## src/verilog/usp_pkg.sv

```systemverilog
// usp_pkg: constants shared by the spi master serial port
package usp_pkg;

  // ----------------------------------------
  // register indices (byte address = index * 4)
  // ----------------------------------------
  localparam int          ADDR_W        = 12;
  localparam logic [9:0]  IDX_STATUS    = 10'h0C0;
  localparam logic [9:0]  IDX_CTRL      = 10'h0C1;
  localparam logic [9:0]  IDX_FORMAT    = 10'h0C2;
  localparam logic [9:0]  IDX_DIV_LOW   = 10'h0C4;
  localparam logic [9:0]  IDX_DIV_HIGH  = 10'h0C5;
  localparam logic [9:0]  IDX_DATA      = 10'h0C6;

  // ----------------------------------------
  // field positions
  // ----------------------------------------
  localparam int          ST_RX_DONE    = 7;
  localparam int          ST_TX_DONE    = 6;
  localparam int          ST_BUF_EMPTY  = 5;
  localparam int          CT_RX_EN      = 4;
  localparam int          CT_TX_EN      = 3;
  localparam int          FM_MODE_HI    = 7;
  localparam int          FM_MODE_LO    = 6;
  localparam int          FM_ORDER      = 2;
  localparam int          FM_PHASE      = 1;
  localparam int          FM_POLARITY   = 0;
  localparam logic [1:0]  MODE_SPI      = 2'h3;

  // ----------------------------------------
  // reset values and sizes
  // ----------------------------------------
  localparam logic [7:0]  RST_CTRL      = 8'h00;
  localparam logic [7:0]  RST_FORMAT    = 8'h06;
  localparam logic [7:0]  RST_DIV_LOW   = 8'h00;
  localparam logic [3:0]  RST_DIV_HIGH  = 4'h0;
  localparam int          DIV_W         = 12;
  localparam int          FRAME_BITS    = 8;
  localparam logic [3:0]  LAST_EDGE     = 4'hF;
  localparam int          RX_DEPTH      = 2;

  typedef enum logic {
    USP_IDLE  = 1'b0,
    USP_SHIFT = 1'b1
  } usp_state_t;

endpackage

```

## src/verilog/usp_rx_buf.sv

```systemverilog
// usp_rx_buf: small receive queue with registered head output
`timescale 1ns/1ps
`default_nettype none
module usp_rx_buf #(
  parameter int W     = 8,
  parameter int DEPTH = 2
) (
  // clock and reset
  input  wire logic         sys_clk,
  input  wire logic         rst_n,
  // write side
  input  wire logic         push,
  input  wire logic [W-1:0] pushData,
  // read side
  input  wire logic         pop,
  output logic [W-1:0]      headData,
  output logic              notEmpty,
  output logic              full
);
  localparam int PW = $clog2(DEPTH);

  logic [W-1:0]  mem [DEPTH];
  logic [PW-1:0] wrPtr_q, wrPtr_d, rdPtr_q, rdPtr_d, rdNext;
  logic [PW:0]   count_q, count_d;
  logic [W-1:0]  head_q, head_d;
  logic          doPush, doPop;

  function automatic logic [PW-1:0] bump(input logic [PW-1:0] p);
    bump = (p == PW'(DEPTH - 1)) ? '0 : p + 1'b1;
  endfunction

  // ----------------------------------------
  // next state
  // ----------------------------------------
  always_comb begin
    doPop   = pop && (count_q != '0);
    // a full queue drops the newest byte, older ones survive
    doPush  = push && (count_q != (PW+1)'(DEPTH));
    wrPtr_d = doPush ? bump(wrPtr_q) : wrPtr_q;
    rdNext  = bump(rdPtr_q);
    rdPtr_d = doPop ? rdNext : rdPtr_q;
    count_d = count_q + (PW+1)'(doPush) - (PW+1)'(doPop);
    head_d  = head_q;
    if (count_q == '0 && doPush) begin
      head_d = pushData;
    end else if (doPop) begin
      head_d = (count_q > (PW+1)'(1)) ? mem[rdNext] : pushData;
    end
  end

  always_ff @(posedge sys_clk) begin
    if (!rst_n) begin
      wrPtr_q <= '0;
      rdPtr_q <= '0;
      count_q <= '0;
      head_q  <= '0;
    end else begin
      wrPtr_q <= wrPtr_d;
      rdPtr_q <= rdPtr_d;
      count_q <= count_d;
      head_q  <= head_d;
    end
  end

  always_ff @(posedge sys_clk) begin
    if (doPush) begin
      mem[wrPtr_q] <= pushData;
    end
  end

  assign headData = head_q;
  assign notEmpty = (count_q != '0);
  assign full     = (count_q == (PW+1)'(DEPTH));
endmodule
`default_nettype wire

```

## src/verilog/usp_spi_master.sv

```systemverilog
// usp_spi_master: serial port in master spi mode with apb registers
//
// What this block does
// - phase bit picks leading or trailing sample
// - polarity 0, phase 1: change rising, sample falling
// - polarity sets clock idle level
// - 12-bit divider split high/low registers
// - low divider write reloads prescaler immediately
// - mode field 11 enables master spi
// - parity and recovery off, one controller
// - internal clock only, clock pin output
// - bit rate is clock over 2(div+1)
// - spi modes 0-3 from polarity and phase
// - shift out and sample on opposite edges
// - same register addresses in all modes
// - full duplex, double buffered, selectable order
// - order bit one sends lsb first
// - eight bit frames, idle line high
// - data write starts transfer, buffer feeds shifter
//
// Added by the designer: the APB register port.
`timescale 1ns/1ps
`default_nettype none
module usp_spi_master #(
  parameter int RX_BUF_DEPTH = usp_pkg::RX_DEPTH
) (
  // clock and reset
  input  wire logic                sys_clk,
  input  wire logic                rst_n,
  // apb slave
  input  wire logic                psel,
  input  wire logic                penable,
  input  wire logic                pwrite,
  input  wire logic [usp_pkg::ADDR_W-1:0] paddr,
  input  wire logic [31:0]         pwdata,
  output logic [31:0]              prdata,
  output logic                     pready,
  output logic                     pslverr,
  // serial pins
  input  wire logic                serialInPin,
  output logic                     serialOutPin,
  output logic                     serialOutOe,
  output logic                     transferClockPin,
  output logic                     transferClockOe
);
  import usp_pkg::*;

  // ----------------------------------------
  // state
  // ----------------------------------------
  logic [7:0]             ctrl_q, ctrl_d, format_q, format_d;
  logic [7:0]             divLow_q, divLow_d;
  logic [3:0]             divHigh_q, divHigh_d;
  logic [DIV_W-1:0]       baudCnt_q, baudCnt_d;
  logic [7:0]             txBuf_q, txBuf_d, txSh_q, txSh_d, rxSh_q, rxSh_d;
  logic                   bufFull_q, bufFull_d, txDone_q, txDone_d;
  logic [3:0]             edgeCnt_q, edgeCnt_d;
  logic                   clk_q, clk_d, out_q, out_d;
  logic                   clkOe_q, clkOe_d, outOe_q, outOe_d;
  usp_state_t             state_q, state_d;
  logic [31:0]            prdata_q, prdata_d;
  logic                   pready_q, pready_d, pslverr_q, pslverr_d;

  logic                   wrEn, rdEn, setup, mapped;
  logic [9:0]             idx;
  logic                   spiMode, tick, lsbFirst, phase, polarity;
  logic                   rxPush, rxPop, rxNotEmpty, rxFull;
  logic [7:0]             rxHead, rxByte;
  logic [DIV_W-1:0]       divider;

  // ----------------------------------------
  // bit helpers
  // ----------------------------------------
  function automatic logic frontBit(input logic [7:0] v, input logic lsb);
    frontBit = lsb ? v[0] : v[FRAME_BITS-1];
  endfunction

  function automatic logic [7:0] advance(input logic [7:0] v, input logic lsb);
    advance = lsb ? {1'b0, v[7:1]} : {v[6:0], 1'b0};
  endfunction

  function automatic logic [7:0] takeIn(input logic [7:0] v, input logic b,
                                        input logic lsb);
    takeIn = lsb ? {b, v[7:1]} : {v[6:0], b};
  endfunction

  // ----------------------------------------
  // decode
  // ----------------------------------------
  // fixed addresses
  // decode ignores the mode field entirely
  always_comb begin
    idx    = paddr[ADDR_W-1:2];
    mapped = (idx == IDX_STATUS) || (idx == IDX_CTRL) ||
             (idx == IDX_FORMAT) || (idx == IDX_DIV_LOW) ||
             (idx == IDX_DIV_HIGH) || (idx == IDX_DATA);
    setup  = psel && !penable;
    wrEn   = psel && penable && pready_q && pwrite && mapped;
    rdEn   = psel && penable && pready_q && !pwrite && mapped;
  end

  assign spiMode  = (format_q[FM_MODE_HI:FM_MODE_LO] == MODE_SPI);
  assign lsbFirst = format_q[FM_ORDER];
  assign phase    = format_q[FM_PHASE];
  assign polarity = format_q[FM_POLARITY];
  assign divider  = {divHigh_q, divLow_q};
  assign tick     = (baudCnt_q == '0);
  // with phase 1 the last edge is itself a sample edge, so fold that bit in;
  // with phase 0 the byte is already complete before the last edge
  assign rxByte   = phase ? takeIn(rxSh_q, serialInPin, lsbFirst) : rxSh_q;

  // ----------------------------------------
  // registers and apb answer
  // ----------------------------------------
  always_comb begin
    ctrl_d    = ctrl_q;
    format_d  = format_q;
    divLow_d  = divLow_q;
    divHigh_d = divHigh_q;
    pready_d  = setup;
    pslverr_d = setup && !mapped;
    prdata_d  = '0;
    if (setup) begin
      case (paddr[ADDR_W-1:2])
        IDX_STATUS: begin
          prdata_d[ST_RX_DONE]   = rxNotEmpty;
          prdata_d[ST_TX_DONE]   = txDone_q;
          prdata_d[ST_BUF_EMPTY] = !bufFull_q;
        end
        IDX_CTRL:     prdata_d[7:0] = ctrl_q;
        IDX_FORMAT:   prdata_d[7:0] = format_q;
        IDX_DIV_LOW:  prdata_d[7:0] = divLow_q;
        IDX_DIV_HIGH: prdata_d[3:0] = divHigh_q;
        IDX_DATA:     prdata_d[7:0] = rxHead;
        default:      prdata_d      = '0;
      endcase
    end
    if (wrEn) begin
      case (idx)
        IDX_CTRL:     ctrl_d    = pwdata[7:0];
        // parity and stop fields stored, unused here
        IDX_FORMAT:   format_d  = pwdata[7:0];
        IDX_DIV_LOW:  divLow_d  = pwdata[7:0];
        IDX_DIV_HIGH: divHigh_d = pwdata[3:0];
        default:      ctrl_d    = ctrl_q;
      endcase
    end
  end

  assign rxPop = rdEn && (idx == IDX_DATA);

  // ----------------------------------------
  // baud generator
  // ----------------------------------------
  always_comb begin
    baudCnt_d = tick ? divider : baudCnt_q - 1'b1;
    // low write restarts prescaler
    // high half comes from its register, so write high before low
    if (wrEn && idx == IDX_DIV_LOW) begin
      baudCnt_d = {divHigh_q, pwdata[7:0]};
    end
  end

  // ----------------------------------------
  // transfer controller
  // ----------------------------------------
  always_comb begin
    state_d   = state_q;
    txBuf_d   = txBuf_q;
    bufFull_d = bufFull_q;
    txSh_d    = txSh_q;
    rxSh_d    = rxSh_q;
    edgeCnt_d = edgeCnt_q;
    clk_d     = clk_q;
    out_d     = out_q;
    txDone_d  = txDone_q;
    rxPush    = 1'b0;
    // clock pin is driven only in spi mode with the transmitter enabled
    clkOe_d   = spiMode && ctrl_q[CT_TX_EN];
    outOe_d   = spiMode && ctrl_q[CT_TX_EN];
    // status clear: write one; a same-cycle set below wins
    if (wrEn && idx == IDX_STATUS && pwdata[ST_TX_DONE]) begin
      txDone_d = 1'b0;
    end
    if (wrEn && idx == IDX_DATA && !bufFull_q) begin
      txBuf_d   = pwdata[7:0];
      bufFull_d = 1'b1;
    end
    case (state_q)
      USP_IDLE: begin
        clk_d = polarity;
        out_d = 1'b1;
        // buffer hands over to the shifter
        if (spiMode && ctrl_q[CT_TX_EN] && bufFull_q) begin
          state_d   = USP_SHIFT;
          bufFull_d = 1'b0;
          edgeCnt_d = '0;
          if (!phase) begin
            out_d  = frontBit(txBuf_q, lsbFirst);
            txSh_d = advance(txBuf_q, lsbFirst);
          end else begin
            txSh_d = txBuf_q;
          end
        end
      end
      USP_SHIFT: begin
        if (tick) begin
          clk_d     = !clk_q;
          edgeCnt_d = edgeCnt_q + 1'b1;
          // leading edge samples when phase is 0
          if (edgeCnt_q[0] == phase) begin
            rxSh_d = takeIn(rxSh_q, serialInPin, lsbFirst);
          end else begin
            out_d  = frontBit(txSh_q, lsbFirst);
            txSh_d = advance(txSh_q, lsbFirst);
          end
          if (edgeCnt_q == LAST_EDGE) begin
            state_d = USP_IDLE;
            rxPush  = ctrl_q[CT_RX_EN];
            if (!bufFull_d) begin
              txDone_d = 1'b1;
            end
          end
        end
        if (!spiMode || !ctrl_q[CT_TX_EN]) begin
          state_d = USP_IDLE;
        end
      end
      default: state_d = USP_IDLE;
    endcase
  end

  // polarity fixes which level is idle, so setup
  // and sample land on the edge directions given by the mode table
  // ----------------------------------------
  // flip-flops
  // ----------------------------------------
  always_ff @(posedge sys_clk) begin
    if (!rst_n) begin
      ctrl_q    <= RST_CTRL;
      format_q  <= RST_FORMAT;
      divLow_q  <= RST_DIV_LOW;
      divHigh_q <= RST_DIV_HIGH;
      baudCnt_q <= '0;
      state_q   <= USP_IDLE;
      txBuf_q   <= 8'h00;
      bufFull_q <= 1'b0;
      txSh_q    <= 8'h00;
      rxSh_q    <= 8'h00;
      edgeCnt_q <= 4'h0;
      clk_q     <= 1'b0;
      out_q     <= 1'b1;
      txDone_q  <= 1'b0;
      clkOe_q   <= 1'b0;
      outOe_q   <= 1'b0;
      prdata_q  <= 32'h0000_0000;
      pready_q  <= 1'b0;
      pslverr_q <= 1'b0;
    end else begin
      ctrl_q    <= ctrl_d;
      format_q  <= format_d;
      divLow_q  <= divLow_d;
      divHigh_q <= divHigh_d;
      baudCnt_q <= baudCnt_d;
      state_q   <= state_d;
      txBuf_q   <= txBuf_d;
      bufFull_q <= bufFull_d;
      txSh_q    <= txSh_d;
      rxSh_q    <= rxSh_d;
      edgeCnt_q <= edgeCnt_d;
      clk_q     <= clk_d;
      out_q     <= out_d;
      txDone_q  <= txDone_d;
      clkOe_q   <= clkOe_d;
      outOe_q   <= outOe_d;
      prdata_q  <= prdata_d;
      pready_q  <= pready_d;
      pslverr_q <= pslverr_d;
    end
  end

  // ----------------------------------------
  // receive queue
  // ----------------------------------------
  // push takes the finished byte on the last edge of the frame
  usp_rx_buf #(
    .W     (FRAME_BITS),
    .DEPTH (RX_BUF_DEPTH)
  ) u_rx_buf (
    .sys_clk  (sys_clk),
    .rst_n    (rst_n),
    .push     (rxPush),
    .pushData (rxByte),
    .pop      (rxPop),
    .headData (rxHead),
    .notEmpty (rxNotEmpty),
    .full     (rxFull)
  );

  assign prdata           = prdata_q;
  assign pready           = pready_q;
  assign pslverr          = pslverr_q;
  assign serialOutPin     = out_q;
  assign serialOutOe      = outOe_q;
  assign transferClockPin = clk_q;
  assign transferClockOe  = clkOe_q;
endmodule
`default_nettype wire

```

## config.mk

```make
export PLATFORM = sky130hd
export DESIGN_NAME = usp_spi_master
export DESIGN_NICKNAME = d
export VERILOG_FILES = /design/src/verilog/usp_pkg.sv /design/src/verilog/usp_rx_buf.sv /design/src/verilog/usp_spi_master.sv
export SDC_FILE = /design/constraint.sdc
export NUM_CORES = 1
export LEC_CHECK = 0
export ABC_AREA = 1
export BUFFER_PORTS_ARGS = -buffer_cell sky130_fd_sc_hd__buf_4
export CAP_MARGIN = 10
export CORE_ASPECT_RATIO = 0.5
export CORE_MARGIN = 5
export CORE_UTILIZATION = 57
export DETAILED_ROUTE_END_ITERATION = 16
export PLACE_DENSITY = 0.88
export SYNTH_ARGS = -nofsm -noshare
export SYNTH_HDL_FRONTEND = slang
export SYNTH_SLANG_ARGS = --single-unit
```

## constraint.sdc

```tcl
create_clock -name sys_clk -period 2.4 [get_ports sys_clk]
set_clock_uncertainty 0.05 [all_clocks]
set_input_delay 0.24 -clock sys_clk [delete_from_list [all_inputs] [get_ports sys_clk]]
set_output_delay 0.24 -clock sys_clk [all_outputs]
set_load 0.01 [all_outputs]
```

==> reports/qor.txt, run 1 <==
Routed wire length per instance: 13.7 um
Final hold viol count: 0
Final layout net count: 894
Measured slew at the worst slew-check pin: 513 ps
First-pass GRT wire length: 22.3 mm
Global-route usage over all layers: 22.0%
Worst reg2reg path depth: 9
Worst slew margin: 65.4%
Launch instance of the worst register-to-register path: edgeCnt_q[0]$_SDFFE_PN0P_
Global route overflow: 0
Number of buffers inserted by post-CTS setup repair: 0
Total negative setup slack: 0 ps
Most common cell type on the critical path: sky130_fd_sc_hd__ha_1
Number of vias per cell after detailed routing: 5.36
Remaining antenna violation count: 0
Clock edge transition at the registers on the reported setup and hold paths: 70 ps
Setup repair after global routing missed its margin: false
Vias in the first global route: 4843
Hold_buf cts: 0
DR iter-0 viols: 392
CORE AREA: 10100 sq um
Post-Synthesis Mean Instance Area: 7.16 sq um
Post-layout min period: 2050 ps
Die area: 12500 sq um
TritonCTS clock tree: yes
Critical Path Source: edgeCnt_q[0]$_SDFFE_PN0P_
Die outline height: 81.5 um
Maximum vdd ir drop: 322 uV
Gate Count Post-Synth: 814
Share of layout cells above drive strength 1: 12.5%
Post-cts repair resize count: 0
Diodes inserted: 0
Count of clock tree sinks: 112
CP Max Fanout: 6
Power Dens Cells: 660 nW/um^2
Most used cells in the layout excluding fill and tap cells: sky130_fd_sc_hd__nand2_1, sky130_fd_sc_hd__nor2_1, sky130_fd_sc_hd__dfxtp_1
Hold Crit Start: pwdata[4]
Die outline width: 153 um
Routed WL: 13.5 mm
Total of warnings raised by yosys: 0
Slowest stage cell on the critical path: sky130_fd_sc_hd__dfxtp_1
Skew-Pair Late Insertion Delay: 360 ps
Estimated wirelength of the detail-placed design: 9.78 mm
Maximum cell stage delay along the critical path: 450 ps
Cell Chain, Critical Path: ha_1 -> nand2_1 -> nor2_1 -> nand4_2 -> inv_1 -> ha_1 -> xor2_1 -> o21ai_0 -> a21oi_1
Count of cell instances traversed by the critical path: 9
Std-Cell Rows: 26
Share of synthesized registers carrying an async set or reset: 0%
Sequential area share after synthesis: 41.2%
Total I/O pin count: 88
Clock root cell: sky130_fd_sc_hd__clkbuf_16
Number of clock buffers inserted by TritonCTS: 9
Total of buffers placed on input and output ports: 37
DR vias: 5275
Pin count of the biggest net entering global routing: 49
LEAKAGE: 2.84 nW
Critical path class: reg2reg
Data arrival, critical path: 2290 ps
Antenna violations before repair: 0
Gate family responsible for the most delay along the worst path: simple AND/OR/NAND/NOR gates
Critical path buffer and inverter count: 1
Most common library cell in the layout ignoring fill and taps: sky130_fd_sc_hd__nand2_1
Area of the mapped netlist: 5830 sq um
Reported max-cap violation count: 0
Final core occ: 63.1%
Final Slew Violations: 0
Max clock buf depth: 2
Commonest register cell after synthesis: sky130_fd_sc_hd__dfxtp_1
Post-synthesis register bit count: 112
Setup violators final: 0
Final RePlAce weighted congestion: 0.910
Effective utilization at floorplan: 57.8%
Kind of launch point of the worst setup path: register
Final period util: 85.5%
F_max: 487 MHz
Critical Path Sink Type: register
Min-delay worst type: in2reg
Netlist cell types: 37
Area added between synthesis and finish: 9.23%
Result of the run: completed
Count of H-tree levels built during CTS: 3
Count of flip-flops with a built-in enable after synthesis: 16
Required arrival time at the worst endpoint: 2640 ps
Hold Crit Depth: 3
Initial DRT Pass Iterations: 6
Number of remaining DRC errors: 0
==> registers in the layout, summed over array words and instances (netlist names), 2 cells and up <==
signal,cells
baudCnt_q,12
rxSh_q,8
u_rx_buf.mem,16
u_rx_buf.count_q,2
u_rx_buf.headData,8
divHigh_q,4
prdata,8
ctrl_q,8
txSh_q,8
divLow_q,8
txBuf_q,8
format_q,8
edgeCnt_q,4
==> worst register-to-register path: cells and delay by family, from the launching register on <==
kind / cells / cell delay (ps)
compound gates: 2 / 240
xor+xnor: 1 / 180
simple gates: 3 / 510
flops: 1 / 450
buf+inv: 1 / 150
fa+ha+maj: 2 / 380
==> cells in the mapped netlist (2+ instances only) <==
library cell               number  share of area, %
sky130_fd_sc_hd__nand2_1      163                10
sky130_fd_sc_hd__nor2_1       134               8.6
sky130_fd_sc_hd__dfxtp_1       96                33
sky130_fd_sc_hd__inv_1         89               5.7
sky130_fd_sc_hd__o21ai_0       68               5.8
sky130_fd_sc_hd__a21oi_1       62               5.3
sky130_fd_sc_hd__nand3_1       28               2.4
sky130_fd_sc_hd__buf_4         25               3.2
sky130_fd_sc_hd__o22ai_1       17               1.8
sky130_fd_sc_hd__edfxtp_1      16               8.2
sky130_fd_sc_hd__clkbuf_1      13              0.84
sky130_fd_sc_hd__nand4_1       11               1.2
sky130_fd_sc_hd__inv_2         10              0.64
sky130_fd_sc_hd__o211ai_1      10               1.3
sky130_fd_sc_hd__buf_2          9              0.77
sky130_fd_sc_hd__nand2_2        9              0.97
sky130_fd_sc_hd__nor2_4         7               1.4
sky130_fd_sc_hd__nand2_4        6               1.2
sky130_fd_sc_hd__buf_6          5              0.97
sky130_fd_sc_hd__xnor2_1        5              0.75
sky130_fd_sc_hd__xor2_1         5              0.75
sky130_fd_sc_hd__ha_1           4              0.86
sky130_fd_sc_hd__nor2_2         4              0.43
sky130_fd_sc_hd__nor2_8         3               1.0
sky130_fd_sc_hd__nand3_2        2              0.34
sky130_fd_sc_hd__nor3_1         2              0.17
==> where the power goes <==
part           leakage [nW]  switching (mW)  internal, mW
registers             0.923          0.0462          1.96
logic                  1.79           0.482         0.294
clock network         0.124           0.706         0.711
==> kinds of logic after synthesis <==
logic type	share of synthesized area, %
AO/OA/AOI/OAI	15.1
XOR/XNOR	1.50
adder cells (fa/ha/maj)	0.859
buffers and inverters	12.3
flip-flops	41.2
other	0.0643
AND/OR/NAND/NOR	28.9
==> worst paths after layout <==
check	slack, ps	to
hold reg to reg	420	divLow_q[2]$_SDFFE_PN0P_
setup / recovery	350	u_rx_buf.count_q[1]$_SDFF_PN0_
setup reg to reg	350	u_rx_buf.count_q[1]$_SDFF_PN0_
hold / removal	110	ctrl_q[4]$_SDFFE_PN0P_
==> per-layer routing <==
metal	GRT usage, %	vias up	share of wire, %
met5	0	-	0
li1	-	2621	-
met3	6.53	28	9.4
met1	27.1	2404	43
met4	6.67	0	1.8
met2	38.1	222	46
==> through the flow <==
stage                     cells  setup WS, ps  hold slack [ps]  cell area (sq um)  total power, mW
after floorplan             837           554              325               5910             2.70
after global placement      969           308              399               6080             2.80
after detailed placement    969           170              411               6080             2.82
after CTS                   985           370              105               6370             4.21
after global routing        985           169              121               6370             4.40
final                       985           348              113               6370             4.20
==> layout make-up <==
type	count	area (sq um)
well taps	140	175
repair buffers	45	338
multi-input cells	572	2790
clock inverters	7	56.3
flip-flops and latches	112	2400
clock buffers	9	225
fillers	841	3720
inverters	100	375
Note: power is estimated with default switching activity, not from simulation.
==> run 2, diff against run 1 <==
CORE_UTILIZATION = 52   (was 57)
PLACE_DENSITY = 0.85   (was 0.88)
clock period = 1.72 ns   (was 2.4 ns; I/O delays follow)
==> reports/qor.txt, run 2 (synthesis results as in run 1) <==
Result of the run: finished with violations
Violations in the final reports: setup timing
Critical path buffer and inverter count: 1 (unchanged)
Total of buffers placed on input and output ports: 37 (unchanged)
CP Max Fanout: 2 (-4)
Setup violators final: 2 (+2)
Vias in the first global route: 5344 (+10%)
Share of layout cells above drive strength 1: 20.7% (+8.2 points)
Final RePlAce weighted congestion: 0.915 (+0.54%)
F_max: 551 MHz (+13%)
Die outline height: 84.9 um (+4.1%)
Leading registers by flop count: u_rx_buf.mem: 16 flops, baudCnt_q: 12 flops
Effective utilization at floorplan: 53.1% (-4.7 points)
Cell Chain, Critical Path: nand2_2 -> nor2_4 -> nand3_2 -> nor2_2 -> ha_1 -> inv_1 -> ha_2 -> xor2_2 -> o21ai_1 -> a21oi_1
Kind of launch point of the worst setup path: register
Clock share of power: 33.7% (about the same)
Number of clock buffers inserted by TritonCTS: 9 (unchanged)
Global-route usage over all layers: 22.2% (+0.17 points)
Die area: 13600 sq um (+8.7%)
Largest register FFs: 16 (unchanged)
Count of cell instances traversed by the critical path: 10 (+1)
Die outline width: 160 um (+4.4%)
Estimated wirelength of the detail-placed design: 10.6 mm (+8.9%)
Initial DRT Pass Iterations: 5 (-1)
Data arrival, critical path: 2040 ps (-250 ps)
Max clock buf depth: 2 (unchanged)
Diodes inserted: 0 (unchanged)
Routed wire length per instance: 14.7 um (+7.2%)
Count of clock tree sinks: 112 (unchanged)
Remaining antenna violation count: 0 (unchanged)
Area added between synthesis and finish: 19.3%
Std-Cell Rows: 27 (+3.8%)
Switching power share of the total: 29.9% (+0.48 points)
Slowest stage cell on the critical path: sky130_fd_sc_hd__dfxtp_2
Final Slew Violations: 0 (unchanged)
Skew-Pair Late Insertion Delay: 350 ps (about the same)
Global route overflow: 0 (unchanged)
Most used cells in the layout excluding fill and tap cells: sky130_fd_sc_hd__nand2_1, sky130_fd_sc_hd__nor2_1, sky130_fd_sc_hd__buf_4
Hold_buf cts: 0 (unchanged)
Register with the most flip-flops: u_rx_buf.mem
Final setup margin: -93.5 ps (-442 ps)
Share of power burned in registers: 44.1% (-3.7 points)
Gate family responsible for the most delay along the worst path: simple AND/OR/NAND/NOR gates
Maximum cell stage delay along the critical path: 340 ps (-110 ps)
Setup repair after global routing missed its margin: true
Final core occ: 63.3% (+0.20 points)
Clock edge transition at the registers on the reported setup and hold paths: 70 ps (about the same)
Critical Path Sink Type: register
Post-layout min period: 1810 ps (-238 ps)
Maximum vdd ir drop: 577 uV (+79%)
Total I/O pin count: 88 (unchanged)
TritonCTS clock tree: yes
Final layout net count: 947 (+5.9%)
Setup WS pre-CTS: -139 ps (-309 ps)
Pin count of the biggest net entering global routing: 31 (-37%)
Antenna violations before repair: 0 (unchanged)
Number of vias per cell after detailed routing: 5.46 (+2.0%)
Most common library cell in the layout ignoring fill and taps: sky130_fd_sc_hd__nand2_1
DR vias: 5696 (+8.0%)
Count of H-tree levels built during CTS: 3 (unchanged)
Total negative setup slack: -95.2 ps (-95.2 ps)
Routed WL: 15.3 mm (+13%)
Cell-internal power: 4.48 mW (+51%)
Reported max-cap violation count: 0 (unchanged)
Worst reg2reg path depth: 10 (+1)
Min-delay worst type: in2reg
CORE AREA: 11000 sq um (+8.9%)
Final period util: 105% (+20 points)
Cells after DPL: 1019 (+5.2%)
Final hold viol count: 0 (unchanged)
Clock root cell: sky130_fd_sc_hd__clkbuf_16
Required arrival time at the worst endpoint: 1950 ps (-690 ps)
DR iter-0 viols: 604 (+54%)
Critical path class: reg2reg
Combinational power share: 22.3% (+3.8 points)
NetSw: 1.91 mW (+55%)
First-pass GRT wire length: 24.9 mm (+11%)
LEAKAGE: 3.12 nW (+9.8%)
Post-layout instance count excluding filler cells: 1043 (+5.9%)
Power Dens Cells: 919 nW/um^2 (+39%)
Hold Crit Depth: 3 (unchanged)
Number of remaining DRC errors: 0 (unchanged)
-- run 2: cell types whose count changed in the layout (fill, tap and decap cells not counted), sizes merged --
cell,previous run,this run
clkinvlp,4,5
buf,45,97
bufinv,0,1
clkinv,3,2
-- run 2: power groups by stage --
stage          Combinational (mW)  Sequential, mW  Clock [mW]
4_1_cts                      1.33            2.80        2.18
5_1_grt                      1.58            2.83        2.29
3_5_place_dp                 1.27            2.86           0
6_report                     1.42            2.82        2.15
3_3_place_gp                 1.23            2.86           0
2_1_floorplan               0.919            2.85           0
-- run 2: final timing paths --
path | slack, ps | startpoint | endpoint
max | -90 | pready$_SDFF_PN0_ | u_rx_buf.count_q[1]$_SDFF_PN0_
min | 70 | pwdata[0] | format_q[0]$_SDFFE_PN0P_
max reg2reg | -90 | pready$_SDFF_PN0_ | u_rx_buf.count_q[1]$_SDFF_PN0_
min reg2reg | 420 | divLow_q[7]$_SDFFE_PN0P_ | divLow_q[7]$_SDFFE_PN0P_
-- run 2: cell type report --
class,instances,area (sq um)
Timing Repair inverter,1,7.51
Multi-Input combinational cell,572,2910
Clock buffer,9,225
Tap cell,145,181
Sequential cell,112,2410
Fill cell,863,4030
Inverter,100,408
Timing Repair Buffer,97,736
Clock inverter,7,78.8
-- run 2: per-stage QoR --
stage	hold slack (ps)	power (mW)	area, sq um
CTS	50.1	6.30	6810
floorplan	257	3.77	5960
detailed placement	403	4.13	6470
global placement	396	4.09	6470
finish	67.2	6.39	6950
global route	65.2	6.69	6950
-- run 2: what timing repair did --
item | 4_1_cts | 5_1_grt
gates resized for setup | 5 | 29
buffers inserted | 0 | 7
pin swaps | 3 | 13
setup endpoints to repair | 31 | 61
gates cloned | 0 | 1
-- run 2: metal layers --
metal | vias to the layer above | routed length, um | track usage, %
met5 | - | 0 | 0
met4 | 0 | 467 | 7.87
met3 | 58 | 1260 | 4.51
met2 | 304 | 7220 | 38.6
met1 | 2616 | 6350 | 27.7
li1 | 2718 | - | -
-- run 2: worst reg2reg max path: cells and delay by family (launching register included) --
family | cells | cell delay, ps
buf+inv | 1 | 60
compound gates | 2 | 260
fa+ha+maj | 2 | 430
flops | 1 | 340
simple gates | 4 | 430
xor+xnor | 1 | 170
